[src/verilog/tdesr_pkg.sv]
// constants and carrier types of the triple des register block
package tdesr_pkg;

  localparam logic [7:0] TDESR_OFF_CTRL      = 8'h00;
  localparam logic [7:0] TDESR_OFF_MODE      = 8'h04;
  localparam logic [7:0] TDESR_OFF_MASK_SET  = 8'h10;
  localparam logic [7:0] TDESR_OFF_MASK_CLR  = 8'h14;
  localparam logic [7:0] TDESR_OFF_MASK_VIEW = 8'h18;
  localparam logic [7:0] TDESR_OFF_STATUS    = 8'h1C;
  localparam logic [7:0] TDESR_OFF_KEY_FIRST = 8'h20;
  localparam logic [7:0] TDESR_OFF_KEY_LAST  = 8'h34;
  localparam logic [7:0] TDESR_OFF_IN1       = 8'h40;
  localparam logic [7:0] TDESR_OFF_IN2       = 8'h44;
  localparam logic [7:0] TDESR_OFF_OUT1      = 8'h50;
  localparam logic [7:0] TDESR_OFF_OUT2      = 8'h54;
  localparam logic [7:0] TDESR_OFF_IV1       = 8'h60;
  localparam logic [7:0] TDESR_OFF_IV2       = 8'h64;

  // control word bits
  localparam int TDESR_CTRL_START = 0;
  localparam int TDESR_CTRL_SOFT_RESET_CMD = 8;

  // mode word fields
  localparam int TDESR_MODE_CIPHER = 0;
  localparam int TDESR_MODE_TRIPLE = 1;
  localparam int TDESR_MODE_KEYOPT = 4;
  localparam int TDESR_MODE_START  = 8;
  localparam int TDESR_MODE_CHAIN  = 12;
  localparam int TDESR_MODE_LOD    = 15;
  localparam int TDESR_MODE_CFBS   = 16;

  // mask and status bit positions
  localparam int TDESR_BIT_DONE = 0;
  localparam int TDESR_BIT_BAD  = 8;
  localparam int TDESR_BIT_KIND = 12;

  localparam logic [1:0] TDESR_START_MANUAL = 2'h0;
  localparam logic [1:0] TDESR_START_AUTO   = 2'h1;
  localparam logic [1:0] TDESR_START_DMA    = 2'h2;

  localparam logic [1:0] TDESR_CHAIN_ECB = 2'h0;
  localparam logic [1:0] TDESR_CHAIN_CBC = 2'h1;
  localparam logic [1:0] TDESR_CHAIN_OFB = 2'h2;
  localparam logic [1:0] TDESR_CHAIN_CFB = 2'h3;

  localparam logic [1:0] TDESR_KIND_IN_DMA   = 2'h0;
  localparam logic [1:0] TDESR_KIND_OUT_BUSY = 2'h1;
  localparam logic [1:0] TDESR_KIND_MODE     = 2'h2;
  localparam logic [1:0] TDESR_KIND_WO_READ  = 2'h3;

  localparam int TDESR_CNT_W = 16;

  typedef struct packed {
    logic [1:0] cfbs;
    logic       last_output_option;
    logic [1:0] chaining_mode;
    logic [1:0] start_mode_select;
    logic       key_count_option;
    logic       triple_select;
    logic       cipher;
  } tdesr_mode_t;

  typedef struct packed {
    logic [TDESR_CNT_W-1:0] rx_dma_count;
    logic [TDESR_CNT_W-1:0] rx_dma_next_count;
    logic [TDESR_CNT_W-1:0] tx_dma_count;
    logic [TDESR_CNT_W-1:0] tx_dma_next_count;
    logic                   rx_count_wr;
    logic                   tx_count_wr;
  } tdesr_dma_t;

  typedef struct packed {
    logic        start;
    tdesr_mode_t mode;
    logic [63:0] first_key_half;
    logic [63:0] second_key_half;
    logic [63:0] third_key_half;
    logic        second_key_used;
    logic        third_key_used;
    logic        init_vector_used;
    logic [63:0] input_half;
    logic [63:0] init_vector_half;
  } tdesr_core_t;

endpackage

[src/verilog/tdesr_regs.sv]
// register front end of the triple des accelerator: apb slave, flags and key/data words
//
// Notes on behaviour
// - mask view shows enables: done bit0, rx end 1, tx end 2, full 3, empty 4, bad 8.
// - block_done_flag sets when a block encryption or decryption finishes.
// - block_done_flag clears on manual start command and on software reset.
// - option 0, manual or auto: reading an output word clears block_done_flag.
// - option 1, manual or auto: writing an input word clears block_done_flag.
// - in dma start mode block_done_flag sets and clears by itself.
// - rx end flag sets when rx count hits zero since last rx count write.
// - tx end flag sets when tx count hits zero since last tx count write.
// - rx full flag is high one cycle after both rx counts are zero, and stays high while both stay zero.
// - tx empty flag is high one cycle after both tx counts are zero, and stays high while both stay zero.
// - bad access flag is sticky; only software reset clears it.
// - bad access kind: 00 dma input write, 01 output read, 10 mode, 11 wo read.
// - bad access kind keeps the latest violation; only software reset zeroes it.
// - each key is two words, word 1 upper half, word 2 lower half.
// - key, input and vector words are write-only and read back as zero.
// - second key is ignored in single des processing.
// - third key is ignored in single des and in two-key triple des.
// - input block is two words, word 1 upper half, word 2 lower half.
// - result block reads as two words, word 1 upper half, word 2 lower half.
// - chaining and feedback modes take a two-word vector, word 1 upper half.
// - writing 1 to start begins a manual run; 0 does nothing.
// - triple select 0 uses first key only, 1 adds the second key and, with key option 0, the third.
// - key option 0 selects three keys, 1 selects two keys.
// - chaining mode 00 code book, 01 block chaining, 10 output fb, 11 cipher fb.
module tdesr_regs
  import tdesr_pkg::*;
(
  input  wire logic        clk,         // 40 MHz module clock
  input  wire logic        sys_rst,     // asynchronous reset, active high
  input  wire logic        psel,        // apb select
  input  wire logic        penable,     // apb enable
  input  wire logic        pwrite,      // apb direction, high for write
  input  wire logic [7:0]  paddr,       // apb byte address
  input  wire logic [31:0] pwdata,      // apb write data
  output logic      [31:0] prdata,      // apb read data
  output logic             pready,      // apb ready
  output logic             pslverr,     // apb error on unmapped address
  output logic             irq,         // interrupt request, active high
  input  wire tdesr_dma_t  dma,         // dma counters and counter write strobes
  input  wire logic        core_done,   // cipher core finished a block
  input  wire logic [63:0] core_result, // processed block from the core
  output tdesr_core_t      core         // keys, data, mode and start to the core
);

  typedef struct packed {
    logic [31:0]      prdata;
    logic             pready;
    logic             pslverr;
    logic             irq;
    logic [5:0]       mask;
    logic             block_done_flag;
    logic             rx_dma_end_flag;
    logic             tx_dma_end_flag;
    logic             rx_dma_full_flag;
    logic             tx_dma_empty_flag;
    logic             bad_access_flag;
    logic [1:0]       bad_access_kind;
    tdesr_mode_t      mode;
    logic [0:5][31:0] key;
    logic [63:0]      input_half;
    logic [63:0]      init_vector_half;
    logic [63:0]      output_half;
    logic             busy;
    logic             start;
    logic             in1_loaded;
    logic             in2_loaded;
    logic             key2_used;
    logic             key3_used;
    logic             iv_used;
  } tdesr_state_t;

  tdesr_state_t s;
  tdesr_state_t next_s;

  logic        acc;
  logic        prep;
  logic        hit;
  logic        wo;
  logic [31:0] rv;
  logic [31:0] stat_w;
  logic [31:0] mask_w;
  logic [31:0] mode_w;
  logic        dma_mode;
  logic        sw_mode;
  logic        viol;
  logic [1:0]  vkind;
  logic        soft_reset_cmd;

  ////////////////////////////////////////////////////////////////////////////
  // register views

  assign stat_w = {18'h0, s.bad_access_kind, 3'h0, s.bad_access_flag, 3'h0,
                   s.tx_dma_empty_flag, s.rx_dma_full_flag, s.tx_dma_end_flag,
                   s.rx_dma_end_flag, s.block_done_flag};
  assign mask_w = {23'h0, s.mask[5], 3'h0, s.mask[4:0]};
  assign mode_w = {14'h0, s.mode.cfbs, s.mode.last_output_option, 1'b0,
                   s.mode.chaining_mode, 2'h0, s.mode.start_mode_select, 3'h0,
                   s.mode.key_count_option, 2'h0, s.mode.triple_select, s.mode.cipher};

  assign dma_mode = (s.mode.start_mode_select == TDESR_START_DMA);
  assign sw_mode  = (s.mode.start_mode_select == TDESR_START_MANUAL) ||
                    (s.mode.start_mode_select == TDESR_START_AUTO);
  assign prep     = psel & penable & ~s.pready;
  assign acc      = psel & penable & s.pready;

  ////////////////////////////////////////////////////////////////////////////
  // address decode

  always_comb begin
    hit = 1'b1;
    wo  = 1'b0;
    rv  = 32'h0;
    if (paddr[1:0] != 2'h0) begin
      hit = 1'b0;
    end else if (paddr == TDESR_OFF_CTRL) begin
      wo = 1'b1;
    end else if (paddr == TDESR_OFF_MODE) begin
      rv = mode_w;
    end else if (paddr == TDESR_OFF_MASK_SET || paddr == TDESR_OFF_MASK_CLR) begin
      wo = 1'b1;
    end else if (paddr == TDESR_OFF_MASK_VIEW) begin
      rv = mask_w;
    end else if (paddr == TDESR_OFF_STATUS) begin
      rv = stat_w;
    end else if (paddr >= TDESR_OFF_KEY_FIRST && paddr <= TDESR_OFF_KEY_LAST) begin
      wo = 1'b1;
    end else if (paddr == TDESR_OFF_IN1 || paddr == TDESR_OFF_IN2) begin
      wo = 1'b1;
    end else if (paddr == TDESR_OFF_OUT1) begin
      rv = s.output_half[63:32];
    end else if (paddr == TDESR_OFF_OUT2) begin
      rv = s.output_half[31:0];
    end else if (paddr == TDESR_OFF_IV1 || paddr == TDESR_OFF_IV2) begin
      wo = 1'b1;
    end else begin
      hit = 1'b0;
    end
  end

  ////////////////////////////////////////////////////////////////////////////
  // next state

  always_comb begin
    next_s  = s;
    viol    = 1'b0;
    vkind   = 2'h0;
    soft_reset_cmd   = 1'b0;
    next_s.start   = 1'b0;
    next_s.pready  = prep;
    next_s.pslverr = 1'b0;
    // read data is captured one cycle ahead so that prdata comes from a flop
    if (prep) begin
      next_s.prdata  = (pwrite || wo) ? 32'h0 : rv;
      next_s.pslverr = ~hit;
    end
    if (acc && hit && pwrite) begin
      if (paddr == TDESR_OFF_CTRL) begin
        soft_reset_cmd = pwdata[TDESR_CTRL_SOFT_RESET_CMD];
        if (pwdata[TDESR_CTRL_START] && s.mode.start_mode_select == TDESR_START_MANUAL
            && !s.busy) begin
          next_s.start = 1'b1;
        end
      end else if (paddr == TDESR_OFF_MODE) begin
        if (s.busy) begin
          viol  = 1'b1;
          vkind = TDESR_KIND_MODE;
        end else begin
          next_s.mode.cipher             = pwdata[TDESR_MODE_CIPHER];
          next_s.mode.triple_select      = pwdata[TDESR_MODE_TRIPLE];
          next_s.mode.key_count_option   = pwdata[TDESR_MODE_KEYOPT];
          next_s.mode.start_mode_select  = pwdata[TDESR_MODE_START+:2];
          next_s.mode.chaining_mode      = pwdata[TDESR_MODE_CHAIN+:2];
          next_s.mode.last_output_option = pwdata[TDESR_MODE_LOD];
          next_s.mode.cfbs               = pwdata[TDESR_MODE_CFBS+:2];
        end
      end else if (paddr == TDESR_OFF_MASK_SET) begin
        next_s.mask = s.mask | {pwdata[TDESR_BIT_BAD], pwdata[4:0]};
      end else if (paddr == TDESR_OFF_MASK_CLR) begin
        next_s.mask = s.mask & ~{pwdata[TDESR_BIT_BAD], pwdata[4:0]};
      end else if (paddr >= TDESR_OFF_KEY_FIRST && paddr <= TDESR_OFF_KEY_LAST) begin
        next_s.key[paddr[4:2]] = pwdata;
      end else if (paddr == TDESR_OFF_IN1 || paddr == TDESR_OFF_IN2) begin
        if (s.busy && dma_mode) begin
          viol  = 1'b1;
          vkind = TDESR_KIND_IN_DMA;
        end else begin
          if (paddr == TDESR_OFF_IN1) begin
            next_s.input_half[63:32] = pwdata;
            next_s.in1_loaded        = 1'b1;
          end else begin
            next_s.input_half[31:0] = pwdata;
            next_s.in2_loaded       = 1'b1;
          end
          if (s.mode.last_output_option && sw_mode) begin
            next_s.block_done_flag = 1'b0;
          end
        end
      end else if (paddr == TDESR_OFF_IV1) begin
        next_s.init_vector_half[63:32] = pwdata;
      end else if (paddr == TDESR_OFF_IV2) begin
        next_s.init_vector_half[31:0] = pwdata;
      end
    end
    if (acc && hit && !pwrite) begin
      if (wo) begin
        viol  = 1'b1;
        vkind = TDESR_KIND_WO_READ;
      end else if (paddr == TDESR_OFF_OUT1 || paddr == TDESR_OFF_OUT2) begin
        if (s.busy) begin
          viol  = 1'b1;
          vkind = TDESR_KIND_OUT_BUSY;
        end else if (!s.mode.last_output_option && sw_mode) begin
          next_s.block_done_flag = 1'b0;
        end
      end
    end
    if (viol) begin
      next_s.bad_access_flag = 1'b1;
      next_s.bad_access_kind = vkind;
    end
    // auto and dma modes start once both input words are loaded
    if (!sw_mode || s.mode.start_mode_select == TDESR_START_AUTO) begin
      if (s.mode.start_mode_select != 2'h3 && s.in1_loaded && s.in2_loaded && !s.busy) begin
        next_s.start = 1'b1;
      end
    end
    if (next_s.start) begin
      next_s.busy       = 1'b1;
      next_s.in1_loaded = 1'b0;
      next_s.in2_loaded = 1'b0;
      if (s.mode.start_mode_select != TDESR_START_AUTO) begin
        next_s.block_done_flag = 1'b0;
      end
    end
    // completion is applied after the access and start clears so that it wins over them; software reset still wins
    if (core_done && s.busy) begin
      next_s.busy            = 1'b0;
      next_s.output_half     = core_result;
      next_s.block_done_flag = 1'b1;
    end
    if (dma.rx_dma_count == '0) begin
      next_s.rx_dma_end_flag = 1'b1;
    end else if (dma.rx_count_wr) begin
      next_s.rx_dma_end_flag = 1'b0;
    end
    if (dma.tx_dma_count == '0) begin
      next_s.tx_dma_end_flag = 1'b1;
    end else if (dma.tx_count_wr) begin
      next_s.tx_dma_end_flag = 1'b0;
    end
    next_s.rx_dma_full_flag  = (dma.rx_dma_count == '0) && (dma.rx_dma_next_count == '0);
    next_s.tx_dma_empty_flag = (dma.tx_dma_count == '0) && (dma.tx_dma_next_count == '0);
    next_s.irq = |(stat_w[TDESR_BIT_BAD:TDESR_BIT_DONE] & mask_w[TDESR_BIT_BAD:TDESR_BIT_DONE]);
    // key and vector usage is registered so that the core sees flop outputs only
    next_s.key2_used = next_s.mode.triple_select;
    next_s.key3_used = next_s.mode.triple_select & ~next_s.mode.key_count_option;
    next_s.iv_used   = (next_s.mode.chaining_mode != TDESR_CHAIN_ECB);
    if (soft_reset_cmd) begin
      next_s = '0;
    end
  end

  always_ff @(posedge clk or posedge sys_rst) begin
    if (sys_rst) begin
      s <= '0;
    end else begin
      s <= next_s;
    end
  end

  ////////////////////////////////////////////////////////////////////////////
  // outputs

  assign prdata  = s.prdata;
  assign pready  = s.pready;
  assign pslverr = s.pslverr;
  assign irq     = s.irq;

  assign core.start            = s.start;
  assign core.mode             = s.mode;
  assign core.first_key_half   = {s.key[0], s.key[1]};
  assign core.second_key_half  = {s.key[2], s.key[3]};
  assign core.third_key_half   = {s.key[4], s.key[5]};
  assign core.second_key_used  = s.key2_used;
  assign core.third_key_used   = s.key3_used;
  assign core.init_vector_used = s.iv_used;
  assign core.input_half       = s.input_half;
  assign core.init_vector_half = s.init_vector_half;
endmodule

[config.mk]
export PLATFORM = sky130hd
export DESIGN_NAME = tdesr_regs
export DESIGN_NICKNAME = d
export VERILOG_FILES = /design/src/verilog/tdesr_pkg.sv /design/src/verilog/tdesr_regs.sv
export SDC_FILE = /design/constraint.sdc
export NUM_CORES = 1
export LEC_CHECK = 0
export BUFFER_PORTS_ARGS = -buffer_cell sky130_fd_sc_hd__buf_2
export CORE_MARGIN = 8
export CORE_UTILIZATION = 40
export CTS_BUF_LIST = sky130_fd_sc_hd__clkbuf_4 sky130_fd_sc_hd__clkbuf_8
export DETAILED_ROUTE_END_ITERATION = 8
export PLACE_DENSITY = 0.62
export SETUP_SLACK_MARGIN = 0.4
export SYNTH_ARGS = -nofsm -noshare
export SYNTH_HDL_FRONTEND = slang
export SYNTH_SLANG_ARGS = --single-unit
[constraint.sdc]
create_clock -name clk -period 47.9 [get_ports clk]
set_input_delay 9.58 -clock clk [delete_from_list [all_inputs] [get_ports clk]]
set_output_delay 9.58 -clock clk [all_outputs]
set_load 0.02 [all_outputs]
---- Word level (Yosys, flattened, before mapping) ----
Cells that the tools add are included.
storage, ports and cells
  register bits ........................... 450
  input port bits ......................... 176
  output and inout port bits .............. 369
  word-level logic and storage cells ...... 266
cells by class
  order comparisons ....................... 4
  equality and inequality tests ........... 32
  muxes and demuxes ....................... 119
  bitwise operators ....................... 12
  reductions and logical operators ........ 62
operators with widths
  kind                                                                      count
  320-bit two-way mux                                                       3
  330-bit two-way mux                                                       2
  32-bit two-way mux                                                        18
  450-bit two-way mux                                                       1
  192-bit bitwise mux                                                       1
  192-bit two-way mux                                                       1
  64-bit two-way mux                                                        3
  128-bit two-way mux                                                       1
  32-bit demux with 3-bit select                                            1
  65-bit two-way mux                                                        1
  16-bit zero test                                                          4
  1-bit two-way mux                                                         62
  8-bit by 7-bit equality test with 1-bit output (second input constant)    6
  9-bit AND reduction                                                       5
  8-bit by 5-bit equality test with 1-bit output (second input constant)    4
  2-bit two-way mux                                                         16
  2-bit nonzero test                                                        12
  7-bit two-way mux                                                         3
  3-bit by 2-bit inequality test with 1-bit output (second input constant)  7
  3-bit nonzero test                                                        7
  10-bit two-way mux                                                        2
  2-bit inequality test (second input constant)                             10
  1-bit logical AND                                                         16
  6-bit two-way mux                                                         2
  24 further kinds                                                          41

---- Longest topological paths before layout ----
  depth in word-level cells ............... 25
  gate-level depth with buffers ........... 9

---- Worst setup path after synthesis ----
OpenSTA, ideal clock, no wires.
  path kind ............................... input to register
  start ................................... input port paddr[4]
  end ..................................... register s, in the netlist core[291]
  library setup time ...................... 125 ps
  arrival ................................. 11730 ps
  required time ........................... 47775 ps
  setup slack ............................. 36045 ps
  stages .................................. 9
  path buffers ............................ 5
  path through ............................ buf_2 > or4b_4 > buf_6 > a31o_1 > buf_6 > or4_4 > buf_6 > buf_6 > mux2_4
on the way
  word-level cells in the longest chain between the ends .. 18
  elaborated cells between the ends (all ways) .. 54
RTL lines
  what                                                                                 RTL line           RTL
  start: declaration                                                                   tdesr_regs.sv:36   input wire logic [7:0] paddr,
  8-bit by 7-bit equality test with 1-bit output                                       tdesr_regs.sv:136  end else if (paddr == TDESR_OFF_IV1 || paddr == TDESR_OFF_IV2) begin
  1-bit logical OR                                                                     tdesr_regs.sv:136
  1-bit two-way mux                                                                    tdesr_regs.sv:136
  1-bit two-way mux                                                                    tdesr_regs.sv:134  end else if (paddr == TDESR_OFF_OUT2) begin
  1-bit two-way mux                                                                    tdesr_regs.sv:132  end else if (paddr == TDESR_OFF_OUT1) begin
  1-bit two-way mux                                                                    tdesr_regs.sv:130  end else if (paddr == TDESR_OFF_IN1 || paddr == TDESR_OFF_IN2) begin
  1-bit two-way mux                                                                    tdesr_regs.sv:128  end else if (paddr >= TDESR_OFF_KEY_FIRST && paddr <= TDESR_OFF_KEY_LAST) begin
  1-bit two-way mux                                                                    tdesr_regs.sv:126  end else if (paddr == TDESR_OFF_STATUS) begin
  1-bit two-way mux                                                                    tdesr_regs.sv:124  end else if (paddr == TDESR_OFF_MASK_VIEW) begin
  1-bit two-way mux                                                                    tdesr_regs.sv:122  end else if (paddr == TDESR_OFF_MASK_SET || paddr == TDESR_OFF_MASK_CLR) begin
  1-bit two-way mux                                                                    tdesr_regs.sv:120  end else if (paddr == TDESR_OFF_MODE) begin
  1-bit two-way mux                                                                    tdesr_regs.sv:118  end else if (paddr == TDESR_OFF_CTRL) begin
  1-bit two-way mux                                                                    tdesr_regs.sv:116  if (paddr[1:0] != 2'h0) begin
  1-bit logical AND (2 in series)                                                      tdesr_regs.sv:159  if (acc && hit && pwrite) begin
  1-bit two-way mux                                                                    tdesr_regs.sv:159
  2-bit inequality test (no source line) / 2-bit nonzero test (equally long branches)  -
  6-bit AND reduction (no source line)                                                 -
  end signal: assignment                                                               tdesr_regs.sv:270  s <= next_s;
  end: declaration                                                                     tdesr_regs.sv:75   tdesr_state_t s;
Several ways; a longest one is shown, not always the timed one. The select of a mux whose other input is x is not followed.
A chain may end at the register's enable or synchronous reset.

---- Worst setup path in the final report ----
  start ................................... input port paddr[1]
  end ..................................... register s, in the netlist core[32]
on the way
  word-level cells in the longest chain between the ends .. 18
  elaborated cells between the ends (all ways) .. 44
RTL lines
  what                                                                                 RTL line
  8-bit by 7-bit equality test with 1-bit output, on equally long branches             tdesr_regs.sv:136, tdesr_regs.sv:201
  1-bit logical OR                                                                     tdesr_regs.sv:136
  1-bit two-way mux                                                                    tdesr_regs.sv:136
  1-bit two-way mux                                                                    tdesr_regs.sv:134
  1-bit two-way mux                                                                    tdesr_regs.sv:132
  1-bit two-way mux                                                                    tdesr_regs.sv:130
  1-bit two-way mux                                                                    tdesr_regs.sv:128
  1-bit two-way mux                                                                    tdesr_regs.sv:126
  1-bit two-way mux                                                                    tdesr_regs.sv:124
  1-bit two-way mux                                                                    tdesr_regs.sv:122
  1-bit two-way mux                                                                    tdesr_regs.sv:120
  1-bit two-way mux                                                                    tdesr_regs.sv:118
  1-bit two-way mux                                                                    tdesr_regs.sv:116
  1-bit logical AND (2 in series)                                                      tdesr_regs.sv:159
  1-bit two-way mux                                                                    tdesr_regs.sv:159
  2-bit inequality test (no source line) / 2-bit nonzero test (equally long branches)  -
  8-bit AND reduction (no source line)                                                 -
Several ways; a longest one is shown, not always the timed one.

==> impl_metrics.py <==
metrics = {
    "route": {
        "drt_wl_total_um": 67700,
        "postRouteAntennaNets": 0,
        "wire_per_inst_um": 25.0,
        "drtIter0Drc": 1071,
        "via_count": 14570,
        "drc": 0,
        "first_pass_iters": 6,
        "viasPerCell": 5.37,
    },
    "worst_setup_path": {
        "startpoint_type": "primary input",
        "cp_data_required_time_ns": 48.41,
        "r2r_cells": 6,
        "cp_max_fo": 45,
        "r2r_slack_ns": 44.37,
        "arrival_ns": 13.09,
        "critical_path_class": "in2reg",
        "r2r_end": "core[32]",
        "cp-end-kind": "register",
        "reg2reg_from": "pready",
    },
    "final_layout": {
        "fillers": 4926,
        "multi_input_area_um2": 6530,
        "seq_area_um2": 11200,
        "finalNetCount": 2136,
        "drive_gt1_share_pct": 44.3,
        "area_growth_pct": 11.3,
    },
    "place": {
        "dpl.hpwl_um": 46400,
        "io_buffer_count": 544,
        "gp_congestion": 0.897,
    },
    "clock_tree": {
        "clk_pin_slew_ns": 0.06,
        "post-cts-setup-buffers": 0,
        "clk_latency_ns": 0.64,
        "clockBufferDepth": 3,
        "h-tree-depth": 3,
        "cts_tree": "yes",
        "cts-root-buf": "clkbuf_8",
        "numCtsBuffers": 79,
        "cts_sinks": 449,
        "ctsHoldBuffers": 0,
        "post_cts_resized": 0,
    },
    "timing": {
        "setup-violations-final": 0,
        "finalClockSkew_ns": 0.0205,
        "tightestPinTransition_ns": 1.27,
        "clock.fmax_ghz": 0.0795,
        "finalCritPeriodShare_pct": 26.2,
        "slew-limit-headroom_pct": 15.4,
        "finalHoldViolCount": 0,
        "finalCriticalPeriod_ns": 12.57,
        "whs_ns": 0.491,
        "grt_setup_unrepaired": "false",
        "finalSetupTns_ns": 0,
        "finalMaxSlewViolations": 0,
    },
    "yosys": {
        "synth.cell_area_um2": 20900,
        "yosys_most_used_dff": "dfrtp_1",
        "synth-edff-count": 0,
        "ys_ff_latch": 449,
        "synth_nets": 1976,
        "synth_cells": 1800,
        "ys_seq_area_share_pct": 53.7,
        "yosysUniqueCellTypes": 65,
        "syn_area_per_cell_um2": 11.6,
        "async_flop_share_pct": 100,
        "yosysWarningCount": 0,
    },
    "global_route": {
        "antenna_found_initial": 7,
        "met2_usage_pct": 36.5,
        "met1_usage_pct": 27.6,
        "grt_pass1_vias": 15241,
        "grt_overflow_total": 0,
        "grt_max_degree": 183,
        "grt_pass1_wl_um": 101000,
        "grt_busiest_layer": "met2",
        "grt.total_usage_pct": 22.0,
        "met3_usage_pct": 5.92,
    },
    "power": {
        "ir_worst_vdd_uv": 22.5,
        "total_power_mw": 0.839,
        "p_per_area_nw_per_um2": 36.0,
        "p_leak_nw": 12.6,
    },
    "job": {
        "maxCapViolations": 0,
    },
    "floorplan": {
        "die_height_um": 245,
        "initial_core_util_pct": 40.2,
        "die_area_um2": 59900,
        "fp.dieW_um": 245,
        "ios": 545,
        "core_um2": 52100,
        "num_rows": 84,
    },
    "worst_hold_path": {
        "hp-start": "prdata[0]",
        "hold_end": "prdata[0]",
        "min_path_cells": 1,
        "hp-class": "reg2reg",
    },
    "run_status": {
        "outcome": "completed",
    },
}
synth_stat cells, types with 3 or more instances:
cell      instances  area (um^2)
nor2b_1           4         25.0
a21oi_1          81          405
nor2_1           16         60.1
and3b_1           3         26.3
a22o_1          211         1850
o21ai_0          28          140
buf_4           366         2750
and3_1           35          219
mux2_4           30          450
nor4b_1           6         52.6
nand2b_1          8         50.1
a32o_1            6         60.1
nor3_1           12         60.1
nand2_1         171          642
a31oi_1           7         43.8
nand3_1          12         60.1
or3_1             3         18.8
o211ai_1          8         60.1
or2_2             3         18.8
clkbuf_1         91          342
a22oi_1           5         37.5
o22ai_1           4         25.0
or4_1             3         22.5
and2_1            4         25.0
dfrtp_1         449        11200
nand4_1           7         43.8
nor4_1           17          106
buf_2            17         85.1
buf_1             3         11.3
inv_1             5         18.8
buf_6             7         78.8
mux2_2          128         1440
a222oi_1          6         60.1
a211oi_1          4         30.0
worst max-delay path by stage:
stage          startpoint        to  slack, ns
2_1_floorplan     sys_rst   core[0]      25.81
3_3_place_gp     paddr[1]  core[32]      34.88
3_5_place_dp     paddr[1]  core[32]      34.78
4_1_cts          paddr[1]  core[32]      35.50
5_1_grt          paddr[1]  core[32]      35.28
6_report         paddr[1]  core[32]      35.33
cells in the final DEF (no fill, tap or decap), types with 3 or more instances in the layout:
cell type and n:
clkbuf_4 30, o22ai_1 4, a222oi_1 6, clkbuf_8 99, a22o_1 211, and2_1 3, buf_2 544, diode_2 5
a22oi_1 5, a211oi_1 4, a32o_1 6, nor3_2 3, dfrtp_1 449, o211ai_1 8, mux2_4 30, nor4_1 16
o21ai_0 28, nor2_1 14, clkinvlp_4 4, nand3_1 11, nand2b_1 6, bufinv_16 4, a21oi_1 80, and3b_1 3
nand4_1 7, nand2_1 169, a31oi_1 7, nor3_1 9, buf_4 18, nor2b_1 4, nor4b_1 6, mux2_2 128
or2_2 3, clkinv_2 4, and3_1 35, inv_1 4
kinds of logic (layout without fill, tap and decap cells):
| logic type | count (synthesis) | in the layout | share of synthesized area [%] |
|---|---|---|---|
| xor+xnor | 1 | 1 | 0.0418 |
| buf+inv | 489 | 710 | 15.7 |
| compound gates | 379 | 379 | 13.7 |
| flops | 449 | 449 | 53.7 |
| mux | 162 | 162 | 9.24 |
| other cells | 0 | 5 | 0 |
| simple gates | 320 | 320 | 7.64 |
critical path, stage by stage:
cell and delay [ns]:
buf_2 0.14, nor2_2 0.41, nand4_1 0.59, a31oi_4 0.37
buf_4 0.54, nand2b_2 0.81, mux2_1 0.58
flip-flops by register name (all words and copies together), names as in the netlist:
name,flops
pslverr,1
prdata,32
irq,1
pready,1
mask_w,6
s,75
core,333
routing by layer:
metal,up-vias,share of wire [%]
li1,6361,-
met1,7481,41
met2,582,49
met3,142,7.1
met4,4,3.3
met5,-,0.034
through the flow:
step                      area, um^2  worst slack, ns  util, %  instances
after floorplan                20900            25.81        -       1800
final                          23300            35.33     44.7       2714
after global routing           23300            35.28     44.7       2713
after CTS                      23300            35.50     44.7       2709
after global placement         21500            34.88     41.3       2567
after detailed placement       21500            34.78     41.3       2567
power by group:
part / leakage [nW] / internal, mW / switching (mW)
Clock: 0.929 / 0.231 / 0.160
Combinational: 5.53 / 0.0156 / 0.0294
Sequential: 6.18 / 0.395 / 0.00834
Total: 12.6 / 0.641 / 0.197
layout make-up:
type | instances | share of cell area, %
Tap cell | 688 | 3.69
Clock inverter | 13 | 0.778
Timing Repair Buffer | 563 | 12.3
Inverter | 5 | 0.113
Sequential cell | 449 | 48.2
Clock buffer | 129 | 6.81
Antenna cell | 5 | 0.0537
Multi-Input combinational cell | 862 | 28.0
(Power assumes the default switching activity.)
